<file path="config.mk">
export PLATFORM = sky130hd
export DESIGN_NAME = rtcca_core
export DESIGN_NICKNAME = d
export VERILOG_FILES = /design/src/core/rtcca_core.v /design/src/core/rtcca_win_timer.v /design/src/core/rtcca_alarm_cmp.v
export VERILOG_INCLUDE_DIRS = /design/src /design/src/pkg
export SDC_FILE = /design/constraint.sdc
export NUM_CORES = 1
export LEC_CHECK = 0
export BUFFER_PORTS_ARGS = -buffer_cell sky130_fd_sc_hd__buf_4
export CORE_ASPECT_RATIO = 0.8
export CORE_MARGIN = 5
export CORE_UTILIZATION = 60
export CTS_CLUSTER_DIAMETER = 40
export DETAILED_ROUTE_END_ITERATION = 8
export GPL_TIMING_DRIVEN = 0
export PLACE_DENSITY = 0.85
export SLEW_MARGIN = 20
export SYNTH_ARGS = -nofsm -noshare
export SYNTH_HDL_FRONTEND = slang
export SYNTH_HIERARCHICAL = 1
export SYNTH_SLANG_ARGS = --single-unit
</file>
<file path="constraint.sdc">
create_clock -name clock -period 5.7 [get_ports clock]
set_input_delay 0.285 -clock clock [delete_from_list [all_inputs] [get_ports clock]]
set_output_delay 0.285 -clock clock [all_outputs]
set_load 0.03 [all_outputs]
</file>
<file path="src/pkg/rtcca_regs.vh">
`ifndef RTCCA_REGS_VH
`define RTCCA_REGS_VH

// ----------------------------------------------------------------
// Register offsets on the special function register bus
// ----------------------------------------------------------------
`define RTCCA_OFF_CONTROL 8'hf9
`define RTCCA_OFF_SUBSEC 8'hfa
`define RTCCA_OFF_SECOND 8'hfb

// ----------------------------------------------------------------
// Control register field positions
// ----------------------------------------------------------------
`define RTCCA_BIT_SUBSEC_CMP 7
`define RTCCA_BIT_SEC_CMP 6
`define RTCCA_BIT_MIN_CMP 5
`define RTCCA_BIT_HOUR_CMP 4
`define RTCCA_BIT_READ_EN 3
`define RTCCA_BIT_WRITE_EN 2
`define RTCCA_BIT_ALARM 1
`define RTCCA_BIT_OSC_EN 0

// ----------------------------------------------------------------
// Reset values and counter limits
// ----------------------------------------------------------------
`define RTCCA_RST_CMP_EN 4'h0
`define RTCCA_RST_SUBSEC 8'h00
`define RTCCA_RST_SECOND 6'h00
`define RTCCA_SECOND_MAX 6'h3b

// ----------------------------------------------------------------
// Timing: figures in their own units, cycle counts derived
// ----------------------------------------------------------------
`define RTCCA_CLK_NS 50
`define RTCCA_TICK_NS 3906250
`define RTCCA_WINDOW_US 1000
`define RTCCA_AUTOCLR_US 1950
`define RTCCA_TICK_CYC (`RTCCA_TICK_NS / `RTCCA_CLK_NS)
`define RTCCA_AUTOCLR_CYC ((`RTCCA_AUTOCLR_US * 1000) / `RTCCA_CLK_NS)

`endif

</file>
<file path="src/core/rtcca_core.v">
`include "rtcca_regs.vh"

module rtcca_core #(
    parameter TICK_CYC = `RTCCA_TICK_CYC,
    parameter AUTOCLR_CYC = `RTCCA_AUTOCLR_CYC
) (
    input wire clock,
    input wire rst_n,
    input wire nobat_rst_n,
    input wire clk_en,
    input wire [7:0] sfr_addr,
    input wire [7:0] sfr_wdata,
    input wire sfr_wr,
    input wire sfr_rd,
    input wire ta_unlock,
    input wire [7:0] alarm_subsecond,
    input wire [5:0] alarm_second,
    input wire min_match,
    input wire hour_match,
    input wire rtc_irq_enable,
    output reg [7:0] sfr_rdata_reg,
    output reg rtc_irq_reg,
    output reg min_carry_reg,
    output reg time_read_en_reg,
    output reg time_write_en_reg
);
    // ------------------------------------------------------------
    // Address decode
    // ------------------------------------------------------------
    function sel;
        input [7:0] addr;
        input [7:0] off;
        begin
            sel = (addr == off);
        end
    endfunction

    // ------------------------------------------------------------
    // Declarations
    // ------------------------------------------------------------
    // Battery-backed state (only the no-battery reset touches it), then the access enable next values
    reg [3:0] cmp_en_reg;
    reg [3:0] cmp_en_next;
    reg alarm_flag_reg;
    reg alarm_flag_next;
    reg osc_en_reg;
    reg osc_en_next;
    reg time_read_en_next;
    reg time_write_en_next;
    // Timekeeping
    reg [16:0] presc_reg;
    reg [7:0] subsec_reg;
    reg [5:0] second_reg;
    reg [7:0] snap_subsec_reg;
    reg [5:0] snap_second_reg;
    reg eval_reg;
    reg [7:0] rdata_next;
    wire any_rst_n;
    wire ctl_wr;
    wire sec_wr;
    wire both_set;
    wire tick;
    wire step;
    wire expire;
    wire hit;
    wire we_fall;

    // Either reset clears the access enables. The two resets are
    // merged in plain logic; both are level inputs held for at least
    // one edge, so a short glitch on the merged net is not a concern.
    // The battery-backed bits deliberately do not see this net, since
    // an ordinary reset must leave the alarm setup and the oscillator
    // running untouched.
    assign any_rst_n = rst_n & nobat_rst_n;

    assign ctl_wr = clk_en && sfr_wr && sel(sfr_addr, `RTCCA_OFF_CONTROL);
    assign sec_wr = clk_en && sfr_wr && sel(sfr_addr, `RTCCA_OFF_SECOND);
    assign both_set = sfr_wdata[`RTCCA_BIT_READ_EN]
        && sfr_wdata[`RTCCA_BIT_WRITE_EN];

    // ------------------------------------------------------------
    // Sub-blocks
    // ------------------------------------------------------------
    // One timer serves both windows; it counts while either one is open
    rtcca_win_timer #(
        .LIMIT(AUTOCLR_CYC)
    ) u_win (
        .clock(clock),
        .rst_n(any_rst_n),
        .clk_en(clk_en),
        .run(time_read_en_reg | time_write_en_reg),
        .expire_reg(expire)
    );

    rtcca_alarm_cmp u_cmp (
        .clock(clock),
        .rst_n(nobat_rst_n),
        .clk_en(clk_en),
        .eval(eval_reg),
        .cmp_en(cmp_en_reg),
        .subsec(subsec_reg),
        .alarm_subsecond(alarm_subsecond),
        .second(second_reg),
        .alarm_second(alarm_second),
        .min_match(min_match),
        .hour_match(hour_match),
        .hit_reg(hit)
    );

    // ------------------------------------------------------------
    // Control register next state
    // ------------------------------------------------------------
    // Compare enables and alarm flag with set-over-clear priority
    always @* begin
        cmp_en_next = cmp_en_reg;
        if (ctl_wr) begin
            cmp_en_next = sfr_wdata[7:4];
        end
        alarm_flag_next = alarm_flag_reg;
        if (ctl_wr && !sfr_wdata[`RTCCA_BIT_ALARM]) begin
            alarm_flag_next = 1'b0; // Writing one is a no-op
        end
        if (cmp_en_next == `RTCCA_RST_CMP_EN) begin
            alarm_flag_next = 1'b0;
        end
        if (hit) begin
            alarm_flag_next = 1'b1; // Only a match sets it
        end
    end

    // Oscillator enable moves only with the unlock held
    always @* begin
        osc_en_next = osc_en_reg;
        if (ctl_wr && ta_unlock) begin
            osc_en_next = sfr_wdata[`RTCCA_BIT_OSC_EN];
        end
    end

    // Access enables; a write asking for both leaves both alone.
    // Auto-clear wins over a software write in the same cycle, so a
    // window can never outlive its limit by a late write.
    // Spacing between enable changes is left to software.
    always @* begin
        time_read_en_next = time_read_en_reg;
        time_write_en_next = time_write_en_reg;
        if (ctl_wr && !both_set) begin
            time_read_en_next = sfr_wdata[`RTCCA_BIT_READ_EN];
            if (ta_unlock) begin
                time_write_en_next = sfr_wdata[`RTCCA_BIT_WRITE_EN];
            end
        end
        if (expire) begin
            time_read_en_next = 1'b0;
            time_write_en_next = 1'b0;
        end
    end

    // ------------------------------------------------------------
    // Control register storage
    // ------------------------------------------------------------
    // Kept through ordinary resets so the alarm setup survives
    always @(posedge clock or negedge nobat_rst_n) begin
        if (!nobat_rst_n) begin
            cmp_en_reg <= `RTCCA_RST_CMP_EN;
            alarm_flag_reg <= 1'b0;
            osc_en_reg <= 1'b0;
        end else if (clk_en) begin
            cmp_en_reg <= cmp_en_next;
            alarm_flag_reg <= alarm_flag_next;
            osc_en_reg <= osc_en_next;
        end
    end

    // Access enables drop on any reset
    always @(posedge clock or negedge any_rst_n) begin
        if (!any_rst_n) begin
            time_read_en_reg <= 1'b0;
            time_write_en_reg <= 1'b0;
        end else if (clk_en) begin
            time_read_en_reg <= time_read_en_next;
            time_write_en_reg <= time_write_en_next;
        end
    end

    // ------------------------------------------------------------
    // Subsecond prescaler
    // ------------------------------------------------------------
    // Stands in for the oscillator; stopped when it is disabled
    always @(posedge clock or negedge nobat_rst_n) begin
        if (!nobat_rst_n) begin
            presc_reg <= 17'h00000;
        end else if (clk_en) begin
            if (!osc_en_reg) begin
                presc_reg <= 17'h00000;
            end else if (tick) begin
                presc_reg <= 17'h00000;
            end else begin
                presc_reg <= presc_reg + 17'h00001;
            end
        end
    end

    assign tick = osc_en_reg && (presc_reg == TICK_CYC[16:0] - 17'h00001);
    // Counters stand still while the write window is open
    assign step = tick && !time_write_en_reg;
    assign we_fall = time_write_en_reg && !time_write_en_next;

    // ------------------------------------------------------------
    // Time counters
    // ------------------------------------------------------------
    // A tick during a write window is dropped; software is setting
    // the time anyway, so nothing it cares about is lost
    always @(posedge clock or negedge nobat_rst_n) begin
        if (!nobat_rst_n) begin
            subsec_reg <= `RTCCA_RST_SUBSEC;
            second_reg <= `RTCCA_RST_SECOND;
            min_carry_reg <= 1'b0;
            eval_reg <= 1'b0;
        end else if (clk_en) begin
            min_carry_reg <= 1'b0;
            eval_reg <= step;
            if (we_fall) begin
                subsec_reg <= `RTCCA_RST_SUBSEC;
            end else if (step) begin
                subsec_reg <= subsec_reg + 8'h01; // Wraps ff to 00
            end
            if (sec_wr && time_write_en_reg) begin
                second_reg <= sfr_wdata[5:0];
            end else if (step && subsec_reg == 8'hff) begin
                if (second_reg == `RTCCA_SECOND_MAX) begin
                    second_reg <= `RTCCA_RST_SECOND;
                    min_carry_reg <= 1'b1;
                end else begin
                    second_reg <= second_reg + 6'h01;
                end
            end
        end
    end

    // ------------------------------------------------------------
    // Visible time snapshot
    // ------------------------------------------------------------
    // Tracks the counters until the read window opens, then holds
    always @(posedge clock or negedge nobat_rst_n) begin
        if (!nobat_rst_n) begin
            snap_subsec_reg <= `RTCCA_RST_SUBSEC;
            snap_second_reg <= `RTCCA_RST_SECOND;
        end else if (clk_en && !time_read_en_reg) begin
            snap_subsec_reg <= subsec_reg;
            snap_second_reg <= second_reg;
        end
    end

    // ------------------------------------------------------------
    // Read path and interrupt request
    // ------------------------------------------------------------
    // Outside a read window the snapshot may be mid-update
    always @* begin
        rdata_next = 8'h00;
        if (sel(sfr_addr, `RTCCA_OFF_CONTROL)) begin
            rdata_next = {cmp_en_reg, time_read_en_reg, time_write_en_reg,
                alarm_flag_reg, osc_en_reg};
        end else if (sel(sfr_addr, `RTCCA_OFF_SUBSEC)) begin
            rdata_next = snap_subsec_reg;
        end else if (sel(sfr_addr, `RTCCA_OFF_SECOND)) begin
            rdata_next = {2'b00, snap_second_reg};
        end
    end

    // Read data held until the next read; request follows the flag while rtc_irq_enable is high
    always @(posedge clock or negedge any_rst_n) begin
        if (!any_rst_n) begin
            sfr_rdata_reg <= 8'h00;
            rtc_irq_reg <= 1'b0;
        end else if (clk_en) begin
            if (sfr_rd) begin
                sfr_rdata_reg <= rdata_next;
            end
            rtc_irq_reg <= alarm_flag_reg && rtc_irq_enable;
        end
    end
endmodule

</file>
<file path="src/core/rtcca_win_timer.v">
`include "rtcca_regs.vh"

// ----------------------------------------------------------------
// Access window timer: pulses once when the window has run too long
// ----------------------------------------------------------------
module rtcca_win_timer #(
    parameter LIMIT = `RTCCA_AUTOCLR_CYC
) (
    input wire clock,
    input wire rst_n,
    input wire clk_en,
    input wire run,
    output reg expire_reg
);
    reg [15:0] count_reg;

    // Count while a window is open; restart from zero when it closes
    always @(posedge clock or negedge rst_n) begin
        if (!rst_n) begin
            count_reg <= 16'h0000;
            expire_reg <= 1'b0;
        end else if (clk_en) begin
            expire_reg <= 1'b0;
            if (!run) begin
                count_reg <= 16'h0000;
            end else if (count_reg == LIMIT[15:0] - 16'h0001) begin
                count_reg <= 16'h0000;
                expire_reg <= 1'b1; // Lands after the longest window has ended
            end else begin
                count_reg <= count_reg + 16'h0001;
            end
        end
    end
endmodule

</file>
<file path="src/core/rtcca_alarm_cmp.v">
`include "rtcca_regs.vh"

// ----------------------------------------------------------------
// Alarm compare: one-cycle hit when at least one field is enabled and every enabled field matches
// ----------------------------------------------------------------
module rtcca_alarm_cmp (
    input wire clock,
    input wire rst_n,
    input wire clk_en,
    input wire eval,
    input wire [3:0] cmp_en,
    input wire [7:0] subsec,
    input wire [7:0] alarm_subsecond,
    input wire [5:0] second,
    input wire [5:0] alarm_second,
    input wire min_match,
    input wire hour_match,
    output reg hit_reg
);
    wire ss_ok;
    wire s_ok;
    wire m_ok;
    wire h_ok;

    // A cleared enable makes its field a don't care
    assign ss_ok = !cmp_en[3] || (subsec == alarm_subsecond);
    assign s_ok = !cmp_en[2] || (second == alarm_second);
    assign m_ok = !cmp_en[1] || min_match;
    assign h_ok = !cmp_en[0] || hour_match;

    // Evaluated once per counter step, so a standing match repeats
    always @(posedge clock or negedge rst_n) begin
        if (!rst_n) begin
            hit_reg <= 1'b0;
        end else if (clk_en) begin
            hit_reg <= eval && (|cmp_en) && ss_ok && s_ok && m_ok && h_ok;
        end
    end
endmodule

</file>
# Word level (Yosys, flattened, before mapping)
# Index checks and enable logic that the tools add are counted.
[totals]
out_inout_bits = 12
regBits = 82
input_bits = 40
word_cells = 102
[classes]
bitwise = 2
n_addsub = 4
eq_ne = 9
reduce_logical = 44
mux = 26
[op_table]
columns = ["operator", "n"]
rows = [
  ["two-way mux 17 bit", 2],
  ["equality test 8 bit (second input constant)", 4],
  ["two-way mux 16 bit", 2],
  ["two-way mux 8 bit", 4],
  ["two-way mux 6 bit", 4],
  ["logical AND 1 bit", 19],
  ["adder 17 x 1 -> 17 bit (second input constant)", 1],
  ["equality test 17 bit (second input constant)", 1],
  ["adder 16 x 1 -> 16 bit (second input constant)", 1],
  ["equality test 16 bit (second input constant)", 1],
  ["two-way mux 1 bit", 13],
  ["AND reduction 2 bit", 6],
  ["zero test 1 bit", 9],
  ["adder 8 x 1 -> 8 bit (second input constant)", 1],
  ["equality test 8 bit", 1],
  ["adder 6 x 1 -> 6 bit (second input constant)", 1],
  ["equality test 6 bit", 1],
  ["equality test 6 bit (second input constant)", 1],
  ["nonzero test 2 bit", 3],
  ["zero test 4 bit", 1],
  ["logical OR 1 bit", 4],
  ["two-way mux 4 bit", 1],
  ["OR reduction 4 bit", 1],
  ["nonzero test 3 bit", 1],
  ["other kinds (2)", 2],
]

# Longest topological paths before layout
# Gate-level depths: netlist of the first run.
[logic_depth]
ltp_word = 9
mapped_depth = 8
ltp_nobuf = 7

# By module
# The synthesis of the first run kept the hierarchy.
[by_module_without_submodules]
columns = ["module", "cells_per_inst", "seq_area_each_um2", "area_each_um2", "n_inst"]
rows = [
  ["rtcca_core", 331, 1601.5, 3420.8, 1],
  ["rtcca_win_timer", 97, 425.4, 992.2, 1],
  ["rtcca_alarm_cmp", 32, 25.0, 256.5, 1],
]

# Worst setup path before layout of the first run
# Ideal clock, no wire load.
[synth_path]
kind = "flip-flop to flip-flop"
start = "reg time_write_en_reg"
end = "reg subsec_reg[4]"
path_stages_with_launch = 6
n_path_buf = 1
setup_ns = 0.138
t_required_ns = 5.562
period_less_slack_ns = 1.899
slack_ns = 3.801
arrival_time_ns = 1.761
path_cell_list = "dfrtp_1 buf_6 or2b_2 or3_4 o311ai_1 o41ai_2"
[synth_between]
elab_chain_len = 7
word_cells_on_any_way = 10
cone_classes = "mux: 4; reduce/logical: 6"
[synth_rtl]
columns = ["element", "line", "text"]
rows = [
  ["from (decl)", "rtcca_core.v:25", "output reg time_write_en_reg"],
  ["from (signal assigned)", "rtcca_core.v:181", "time_write_en_reg <= time_write_en_next;"],
  ["two-way mux 1 bit", "rtcca_core.v:148", "if (ta_unlock) begin"],
  ["two-way mux 1 bit", "rtcca_core.v:146", "if (ctl_wr && !both_set) begin"],
  ["two-way mux 1 bit", "rtcca_core.v:152", "if (expire) begin"],
  ["zero test 1 bit", "rtcca_core.v:206", "assign we_fall = time_write_en_reg && !time_write_en_next;"],
  ["logical AND 1 bit", "rtcca_core.v:206", ""],
  ["nonzero test 2 bit (no line)", "n/a", ""],
  ["AND reduction 2 bit (no line)", "n/a", ""],
  ["to (signal assigned)", "rtcca_core.v:215", "subsec_reg <= `RTCCA_RST_SUBSEC;"],
  ["to (signal assigned)", "rtcca_core.v:223", "subsec_reg <= `RTCCA_RST_SUBSEC;"],
  ["to (signal assigned)", "rtcca_core.v:225", "subsec_reg <= subsec_reg + 8'h01;"],
  ["to (decl)", "rtcca_core.v:52", "reg [7:0] subsec_reg;"],
]
# Parallel ways exist; a longest one is shown, timed or not.
# A chain may end at the register's enable or synchronous reset.

# Worst setup path after layout of the first run
[layout_path]
start = "reg presc_reg[4]"
end = "reg subsec_reg[4]"
[layout_between]
elab_chain_len = 5
[layout_rtl]
columns = ["element", "line", "text"]
rows = [
  ["from (decl)", "rtcca_core.v:51", "reg [16:0] presc_reg;"],
  ["from (signal assigned)", "rtcca_core.v:198", "presc_reg <= presc_reg + 17'h00001;"],
  ["equality test 17 bit", "rtcca_core.v:203", "assign tick = osc_en_reg && (presc_reg == TICK_CYC[16:0] - 17'h00001);"],
  ["logical AND 1 bit", "rtcca_core.v:203", ""],
  ["logical AND 1 bit", "rtcca_core.v:205", "assign step = tick && !time_write_en_reg;"],
  ["nonzero test 2 bit (no line)", "n/a", ""],
  ["AND reduction 2 bit (no line)", "n/a", ""],
]
# Every way passes these cells.

==> key figures, run 1 <==
Global routing
  – Global-route wire length before repair: 19,220 um
  – Initial antenna violation count: 0
  – Met2 usage: 42.85%
  – Number of global-route vias before repair: 3,971
  – Global routing's busiest layer: met2
  – Met3 Resource Use GR: 5.343%
  – GRT Total Usage: 25.44%
  – GRT met1 Usage: 33.30%
  – Grt ovf: 0
  – Largest net degree at the start of global routing: 56

Pwr
  – Pleak: 2.271 nW
  – Pwr Total: 1.095 mW
  – P per Cell Area: 203.6 mW/mm^2
  – Max VDD drop: 0.0001891 V

STA
  – Setup TNS: 0 ps
  – Slew HR: 53.37%
  – Min cycle time layout: 2191 ps
  – Clock Skew: 13.18 ps
  – Fmax: 456.5 MHz
  – Worst-Margin Slew: 699.4 ps
  – Final setup fails: 0
  – Period utilization: 38.43%
  – Fin. Hold Viols: 0
  – Max Transition Viols Final: 0
  – RSZ-0062 raised after global routing: no

Critical path
  – Slowest Stage Delay on Critical Path: 480 ps
  – Critical Path Stages: 5
  – Max stage delay cell, worst path: dfrtp_1
  – CP cell instances: nor3b_1, nand4_2, or3_4, o311ai_1, o41ai_2
  – CP arrival: 2430 ps
  – Crit path kind: reg2reg
  – Worst EP required: 5940 ps
  – Crit-path max FO: 8
  – Bufs and invs on worst path: 0
  – R2r worst-path depth: 5
  – Top delay family on crit path: simple AND/OR/NAND/NOR gates
  – Startpoint Class: flop
  – CP endpoint kind: flop

Synth
  – Synth Warn #: 6
  – Area leader, netlist: dfrtp_1
  – Cells after synthesis: 460
  – Post-synth top area share: 43.94%
  – Synth top cells by count: dfrtp_1 (82), nand2_1 (34), nand3_1 (26), mux2_2 (25)
  – Asr flop ratio synth: 100.0%
  – Yosys cell types: 81
  – #FFs+latches synth: 82
  – Post-synth EDFFs: 0
  – Syn nets: 505
  – Count leader, synth: dfrtp_1
  – Syn Area/Cell: 10.15 um^2
  – Sequential fraction of the synthesis area: 43.94%
  – Syn Std Cell Area: 0.004669 mm^2
  – Main synth FF type: dfrtp_1
  – Top cells by area, synth: dfrtp_1 (44%), mux2_2 (6.0%), xnor2_1 (4.1%), nand3_1 (2.8%), nand2_1 (2.7%)

Routing
  – Residual DRC count: 0
  – Vias per cell: 6.235
  – Routed wire length: 11,440 um
  – DR WL/cell: 18.07 um
  – Post-route ant nets: 0
  – DR iter-0 viols: 239
  – Drt first pass iters: 5
  – Via Count: 3,947

Outcome
  – Status: complete, no violations

Placement
  – Gp weighted congestion: 0.9509
  – Port Buffers: 51
  – Detail Placement HPWL: 8556 um

Floorplan
  – Core Region: 0.007497 mm^2
  – Die Footprint: 0.009658 mm^2
  – Die Span Y: 88.91 um
  – Die width: 108.6 um
  – Std-Cell Rows: 28
  – Ports: 52
  – Initial Util: 62.28%

Clocking
  – Clock latency on the worst-skew pair: 360 ps
  – H-Tree Depth: 3
  – Root Buffer: clkbuf_8
  – Max clock buf depth: 2
  – CTS tree: built
  – Setup bufs post-CTS: 0
  – CTS Buf Count: 9
  – Worst-path clk slew: 100 ps
  – Clock sink count: 82

Run
  – Max-cap viol count: 0

Final layout
  – Area Growth Syn to Fin: 15.17%
  – Largest register FFs: 17
  – # nets final: 568
  – # diodes: 0
  – Layout cells sized above 1: 26.14%
  – Fillers: 584

Hold path
  – Hold Crit Class: in2async
## layer usage
layer | part of all wire [%] | wire length, um | vias to the layer above
met4 | 2.1 | 238 | 0
met2 | 48 | 5526 | 165
li1 | - | - | 1833
met1 | 42 | 4844 | 1926
met5 | 0 | 0 | -
met3 | 7.2 | 828 | 23
## area by class of cell
class                      count  area (um^2)  share of cell area [%]
multi-input combinational    339         2442                   45.42
tap                          105        131.4                   2.443
clock buffer                   9        123.9                   2.303
inverter                      20        75.07                   1.396
timing repair buffer          52        392.9                   7.306
buffer                        19        101.3                   1.885
clock inverter                 7        58.81                   1.094
sequential                    82         2052                   38.16
## worst paths after layout
path,startpoint,end,slack [ps]
worst max-delay path,presc_reg[4]$_DFFE_PN0P_,subsec_reg[4]$_DFFE_PN0P_,3510
worst min-delay path,rst_n,sfr_rdata_reg[2]$_DFFE_PN0P_,70
worst max register to register,presc_reg[4]$_DFFE_PN0P_,subsec_reg[4]$_DFFE_PN0P_,3510
worst min register to register,sfr_rdata_reg[2]$_DFFE_PN0P_,sfr_rdata_reg[2]$_DFFE_PN0P_,500
max in group asynchronous,nobat_rst_n,u_win/count_reg[3]$_DFFE_PN0P_,3990
min in group clock,rtc_irq_enable,rtc_irq_reg$_DFFE_PN0P_,160
## power breakdown
part           switching [mW]  total (mW)  leakage, nW  internal [mW]
registers              0.0103       0.600         1.11          0.590
logic                  0.0511      0.0947         1.07         0.0436
clock network           0.235       0.401       0.0872          0.165
## per-stage QoR
stage          instance area (um^2)  setup WS (ps)  util (%)  cells  hold slack (ps)
6_report                       5378           3509     71.73    633            68.99
2_1_floorplan                  4669           3801         -    460           -10.59
4_1_cts                        5378           3507     71.73    633            81.32
5_1_grt                        5378           3388     71.73    633            109.8
3_3_place_gp                   5184           3544     69.14    616            379.2
3_5_place_dp                   5185           3527     69.16    616            388.8
## cells by family after synthesis
family | after synthesis | synth area share [%]
mux | 29 | 6.886
compound gates | 94 | 14.90
simple gates | 184 | 24.09
fa+ha+maj | 5 | 1.340
xor+xnor | 27 | 5.064
buf+inv | 39 | 3.778
flops | 82 | 43.94
## layout by cell type (no fill, tap or decap), types with 5 or more instances in the layout
cell type / synthesis / final
a21o_1: 7 / 7
a21oi_1: 8 / 8
a22oi_1: 7 / 7
a31oi_1: 7 / 7
buf_2: 6 / 6
buf_4: 0 / 51
clkbuf_1: 10 / 10
clkbuf_8: 0 / 9
dfrtp_1: 82 / 82
ha_1: 5 / 5
inv_1: 20 / 20
mux2_2: 25 / 25
nand2_1: 34 / 34
nand2b_1: 6 / 6
nand3_1: 26 / 26
nand4_1: 11 / 11
nor2_1: 22 / 22
nor2_2: 10 / 10
nor3_1: 10 / 10
nor4_1: 10 / 10
o21ai_0: 19 / 19
o22ai_1: 6 / 6
xnor2_1: 22 / 22
xor2_1: 5 / 5
## what timing repair did
item                                   4_1_cts  5_1_grt
resized for setup                            0        0
endpoints found under the hold margin        3        0
hold buffers                                 1        0
(Power assumes the default switching activity.)
==> run 2, diff against run 1 <==
CORE_UTILIZATION = 53   (was 60)
PLACE_DENSITY = 0.8   (was 0.85)
clock period = 1.8 ns   (was 5.7 ns; I/O delays follow)
==> key figures, run 2 (synthesis gave the netlist of run 1 again) <==
Critical path
  – Crit path kind: reg2reg
  – CP arrival: 2230 ps
  – Worst EP required: 2050 ps
  – CP cell instances: nor4bb_4, nand4_1, or3_4, buf_8, o211ai_1, o31ai_2
  – Top delay family on crit path: simple AND/OR/NAND/NOR gates
  – CP endpoint kind: flop
  – Max stage delay cell, worst path: dfrtp_2
  – Crit-path max FO: 9
  – Slowest Stage Delay on Critical Path: 460 ps
  – Startpoint Class: flop
  – Bufs and invs on worst path: 1

Pwr
  – Max VDD drop: 0.0004233 V
  – Pleak: 2.496 nW
  – P per Cell Area: 637.2 mW/mm^2

Placement
  – Inst Count DP: 623
  – Gp weighted congestion: 0.8711
  – Detail Placement HPWL: 8773 um
  – Port Buffers: 51

Final layout
  – Layout cells sized above 1: 35.84%
  – Post-Layout Cell Count: 670
  – Register area: 0.002067 mm^2
  – Largest register FFs: 17
  – Multi-input logic area: 0.002628 mm^2
  – Fillers: 629
  – Fin util: 68.87%
  – # diodes: 0
  – # nets final: 598
  – Commonest cells after routing, fill and taps aside: buf_4 (72), dfrtp_1 (70), nand2_1 (34)
  – Area Growth Syn to Fin: 26.23%
  – Most common cell after layout, fill and taps aside: buf_4

Routing
  – Via Count: 4,110
  – DR iter-0 viols: 437
  – DR WL/cell: 19.16 um
  – Post-route ant nets: 0
  – Residual DRC count: 0
  – Drt first pass iters: 5
  – Vias per cell: 6.134
  – Routed wire length: 12,840 um

Global routing
  – Initial antenna violation count: 0
  – Global-route wire length before repair: 20,040 um
  – Largest net degree at the start of global routing: 56
  – Number of global-route vias before repair: 3,984
  – GRT Total Usage: 23.83%
  – Grt ovf: 0

Hold path
  – Hold Crit Class: in2reg

Floorplan
  – Std-Cell Rows: 30
  – Die Span Y: 93.96 um
  – Initial Util: 54.56%
  – Ports: 52
  – Die Footprint: 0.01080 mm^2
  – Die width: 114.9 um
  – Core Region: 0.008558 mm^2

Clocking
  – H-Tree Depth: 3
  – Worst-path clk slew: 90 ps
  – Root Buffer: clkbuf_8
  – CTS Buf Count: 9
  – Max clock buf depth: 2
  – Clock latency on the worst-skew pair: 370 ps
  – Clock sink count: 82
  – CTS tree: built

STA
  – Max Transition Viols Final: 0
  – Period utilization: 109.9%
  – Min cycle time layout: 1978 ps
  – Fmax: 505.6 MHz
  – Slew HR: 39.68%
  – Worst-Margin Slew: 895.4 ps
  – Final setup fails: 20
  – RSZ-0062 raised after global routing: yes
  – Fin. Hold Viols: 0
  – Min Hold Slack: 14.62 ps
  – Min setup slack post-route: -177.9 ps
  – Clock Skew: 7.598 ps

Outcome
  – Violated checks: setup timing
  – Status: finished with violations

Run
  – Max-cap viol count: 0
==> run 2: cell types whose count changed in the layout (fill, tap and decap cells not counted), moves of 6 or more <==
cell	previous run	this run
dfrtp_1	82	70
nor2_1	22	16
nor2_2	10	16
dfrtp_2	0	12
dlygate4sd3_1	1	9
buf_4	51	72
==> run 2: path summary, 6_finish.rpt <==
check                                        startpoint  cells past startpoint                             to  slack, ps
max                            presc_reg[9]$_DFFE_PN0P_                      6      subsec_reg[5]$_DFFE_PN0P_       -180
min                                        sfr_wdata[2]                      2      second_reg[2]$_DFFE_PN0P_         10
max reg2reg                    presc_reg[9]$_DFFE_PN0P_                      6      subsec_reg[5]$_DFFE_PN0P_       -180
max in group asynchronous                   nobat_rst_n                      3  time_write_en_reg$_DFFE_PN0P_        550
min in group asynchronous                   nobat_rst_n                      2       presc_reg[2]$_DFFE_PN0P_        300
min reg2reg                sfr_rdata_reg[2]$_DFFE_PN0P_                      1   sfr_rdata_reg[2]$_DFFE_PN0P_        490
==> run 2: power breakdown <==
part / total, mW / leakage [nW] / switching [mW] / internal (mW)
clock: 1.52 / 0.106 / 0.728 / 0.793
combinational: 0.336 / 1.29 / 0.174 / 0.162
sequential: 1.90 / 1.09 / 0.0323 / 1.87
total: 3.76 / 2.50 / 0.934 / 2.82
==> run 2: through the flow <==
step                setup slack [ps]  setup TNS [ps]  area, um^2  total power, mW
floorplan                      2.114               0        4686            2.082
global placement              -249.7           -8654        5209            2.226
detailed placement            -260.2           -5224        5210            2.237
CTS                           -137.5          -668.3        5670            3.762
global route                  -256.7           -4138        5894            3.890
finish                        -177.9           -1694        5894            3.756
==> run 2: timing repair <==
action                                 CTS  global route
setup endpoints to repair               30            50
gates resized for setup                 17            35
endpoints found under the hold margin   92             0
buffers inserted                        13            10
hold buffers                             9             0
cloned                                   0             1
pin swaps                               11            21
==> run 2: cell type report <==
type / count / area share (%)
multi-input combinational: 340 / 44.58
sequential: 82 / 35.07
timing repair buffer: 83 / 11.23
tap: 112 / 2.377
clock buffer: 9 / 2.101
clock inverter: 7 / 1.719
buffer: 17 / 1.656
inverter: 20 / 1.274
==> run 2: worst reg2reg max path: cells and delay by family (launching register included) <==
family                 cells  cell delay, ps
DFF                        1             460
buffers and inverters      1             160
and+or+nand+nor            3             940
AOI/OAI and AO/OA          2             300
==> run 2: layer usage <==
metal / track usage, % / up-vias / share of wire [%]
met1: 31.47 / 2033 / 43
met5: 0 / - / 0
li1: - / 1903 / -
met3: 4.636 / 25 / 6.5
met2: 39.02 / 149 / 48
met4: 8.504 / 0 / 2.1
==> run 3, diff against run 2 <==
SETUP_SLACK_MARGIN = 0.1   (was unset)
==> key figures, run 3 (synthesis gave the netlist of run 1 again) <==
Routing
  – Vias per cell: 6.253
  – Drt first pass iters: 5
  – Post-route ant nets: 0
  – DR WL/cell: 20.25 um
  – Routed wire length: 13,870 um
  – DR iter-0 viols: 483
  – Via Count: 4,283
  – Residual DRC count: 0

Critical path
  – Crit path to: subsec_reg[4]$_DFFE_PN0P_
  – Reg2reg start: presc_reg[11]$_DFFE_PN0P_
  – CP arrival: 2260 ps
  – Crit-path max FO: 5
  – Reg2reg end: subsec_reg[4]$_DFFE_PN0P_
  – Slowest Stage Delay on Critical Path: 440 ps
  – Top delay family on crit path: simple AND/OR/NAND/NOR gates
  – Critical Path Stages: 5
  – Crit path launch: presc_reg[11]$_DFFE_PN0P_
  – Reg-to-reg slack, setup: -220 ps
  – Crit path kind: reg2reg
  – Max stage delay cell, worst path: dfrtp_2
  – CP cell instances: nor4bb_4, nand4_1, or3_4, o311ai_2, o41ai_2
  – Startpoint Class: flop
  – Bufs and invs on worst path: 0
  – Worst EP required: 2040 ps
  – R2r worst-path depth: 5
  – CP endpoint kind: flop

STA
  – Clock Skew: 8.766 ps
  – Min setup slack post-route: -217.3 ps
  – Worst-Margin Slew: 737.5 ps
  – RSZ-0062 raised after global routing: yes
  – Slew HR: 50.84%
  – Fin. Hold Viols: 0
  – Setup TNS: -1315 ps
  – Period utilization: 112.1%
  – Final setup fails: 19
  – Fmax: 495.7 MHz
  – Min cycle time layout: 2017 ps
  – Max Transition Viols Final: 0

Placement
  – Port Buffers: 51
  – Dpl ws: -233.0 ps
  – Detail Placement HPWL: 8625 um
  – Gp weighted congestion: 0.9190
  – Inst Count DP: 623

Clocking
  – H-Tree Depth: 3
  – Root Buffer: clkbuf_8
  – Max clock buf depth: 2
  – Clock latency on the worst-skew pair: 370 ps
  – Worst-path clk slew: 90 ps
  – Clock sink count: 82
  – CTS tree: built
  – CTS Buf Count: 9

Pwr
  – Clock power share: 38.1%
  – Pleak: 2.654 nW
  – Sw Pwr: 925.5 uW
  – Reg power frac: 52.1%
  – P per Cell Area: 585.7 mW/mm^2
  – Pwr Total: 3.647 mW
  – Max VDD drop: 0.0004320 V
  – Net Sw Frac: 25.38%
  – Logic pwr share: 9.8%
  – Internal power: 2.722 mW

Global routing
  – Number of global-route vias before repair: 4,299
  – Global-route wire length before repair: 21,070 um
  – Initial antenna violation count: 0
  – Grt ovf: 0
  – Largest net degree at the start of global routing: 56
  – GRT Total Usage: 24.60%

Outcome
  – Violated checks: setup timing
  – Status: finished with violations

Floorplan
  – Core Region: 0.008558 mm^2
  – Ports: 52
  – Die width: 114.9 um
  – Die Span Y: 93.96 um
  – Die Footprint: 0.01080 mm^2
  – Std-Cell Rows: 30
  – Initial Util: 54.56%

Final layout
  – # diodes: 0
  – Layout cells sized above 1: 42.06%
  – Largest register FFs: 17
  – Commonest cells after routing, fill and taps aside: buf_4 (81), dfrtp_1 (63), nand2_1 (31)
  – # nets final: 613
  – Area Growth Syn to Fin: 33.36%
  – Post-Layout Cell Count: 685
  – Fin util: 72.76%
  – Most common cell after layout, fill and taps aside: buf_4
  – Fillers: 533

Hold path
  – Hold Crit Class: in2reg

Run
  – Max-cap viol count: 0
## run 3: changes by cell type in the layout (fill, tap and decap cells not counted), moves of 3 or more
cell     delta
buf_4       +9
dfrtp_1     -7
dfrtp_2     +7
nor2_4      +6
nor2_2      -4
nor3_1      -4
nand2_1     -3
nor3_4      +3
nor4_2      -3
o21ai_2     +3
## run 3: worst min-delay path by stage
stage	start	endpoint	slack [ps]	cells after the start
2_1_floorplan	nobat_rst_n	alarm_flag_reg$_DFFE_PN0P_	-210	0
3_3_place_gp	nobat_rst_n	presc_reg[10]$_DFFE_PN0P_	180	1
3_5_place_dp	nobat_rst_n	presc_reg[12]$_DFFE_PN0P_	190	1
4_1_cts	sfr_wdata[2]	second_reg[2]$_DFFE_PN0P_	4	2
5_1_grt	sfr_wdata[2]	second_reg[2]$_DFFE_PN0P_	10	2
6_report	sfr_wdata[2]	second_reg[2]$_DFFE_PN0P_	10	2
## run 3: per-stage QoR
| stage | hold WS, ps | instance area (um^2) |
|---|---|---|
| 2_1_floorplan | -205.6 | 4691 |
| 3_3_place_gp | 181.6 | 5214 |
| 3_5_place_dp | 189.1 | 5215 |
| 4_1_cts | 3.989 | 5862 |
| 5_1_grt | 11.02 | 6227 |
| 6_report | 9.675 | 6227 |
## run 3: layer usage
| metal | global-route usage [%] | share of wire [%] | vias up |
|---|---|---|---|
| met2 | 40.17 | 49 | 240 |
| met4 | 11.14 | 3.5 | 0 |
| met5 | 0 | 0 | - |
| met3 | 5.216 | 8.1 | 44 |
| li1 | - | - | 1928 |
| met1 | 31.35 | 40 | 2071 |
## run 3: repair_timing
action                     CTS  global route
resized for setup           45            58
gates cloned                 1             1
hold buffers                10             0
setup buffers               20            14
setup endpoints to repair   54            76
hold endpoints to repair    93             0
pin swaps                   22            24
## run 3: layout make-up
class / instances / area, um^2 / area share (%)
timing repair buffer: 96 / 787.0 / 12.64
sequential: 82 / 2076 / 33.33
clock buffer: 10 / 137.6 / 2.210
clock inverter: 6 / 65.06 / 1.045
multi-input combinational: 340 / 2814 / 45.19
inverter: 20 / 75.07 / 1.206
buffer: 19 / 132.6 / 2.130
tap: 112 / 140.1 / 2.250
## run 3: worst register-to-register path, stage by stage, from the launching register on
cell	delay, ps
dfrtp_2	440
nor4bb_4	310
nand4_1	200
or3_4	420
o311ai_2	360
o41ai_2	150
## run 3: power by group through the flow
| stage | combinational, mW | clock (mW) | sequential, mW |
|---|---|---|---|
| after global routing | 0.389 | 1.47 | 1.90 |
| after floorplan | 0.154 | 0 | 1.93 |
| after CTS | 0.334 | 1.41 | 1.90 |
| after detailed placement | 0.298 | 0 | 1.94 |
| after global placement | 0.290 | 0 | 1.93 |
| final | 0.358 | 1.39 | 1.90 |
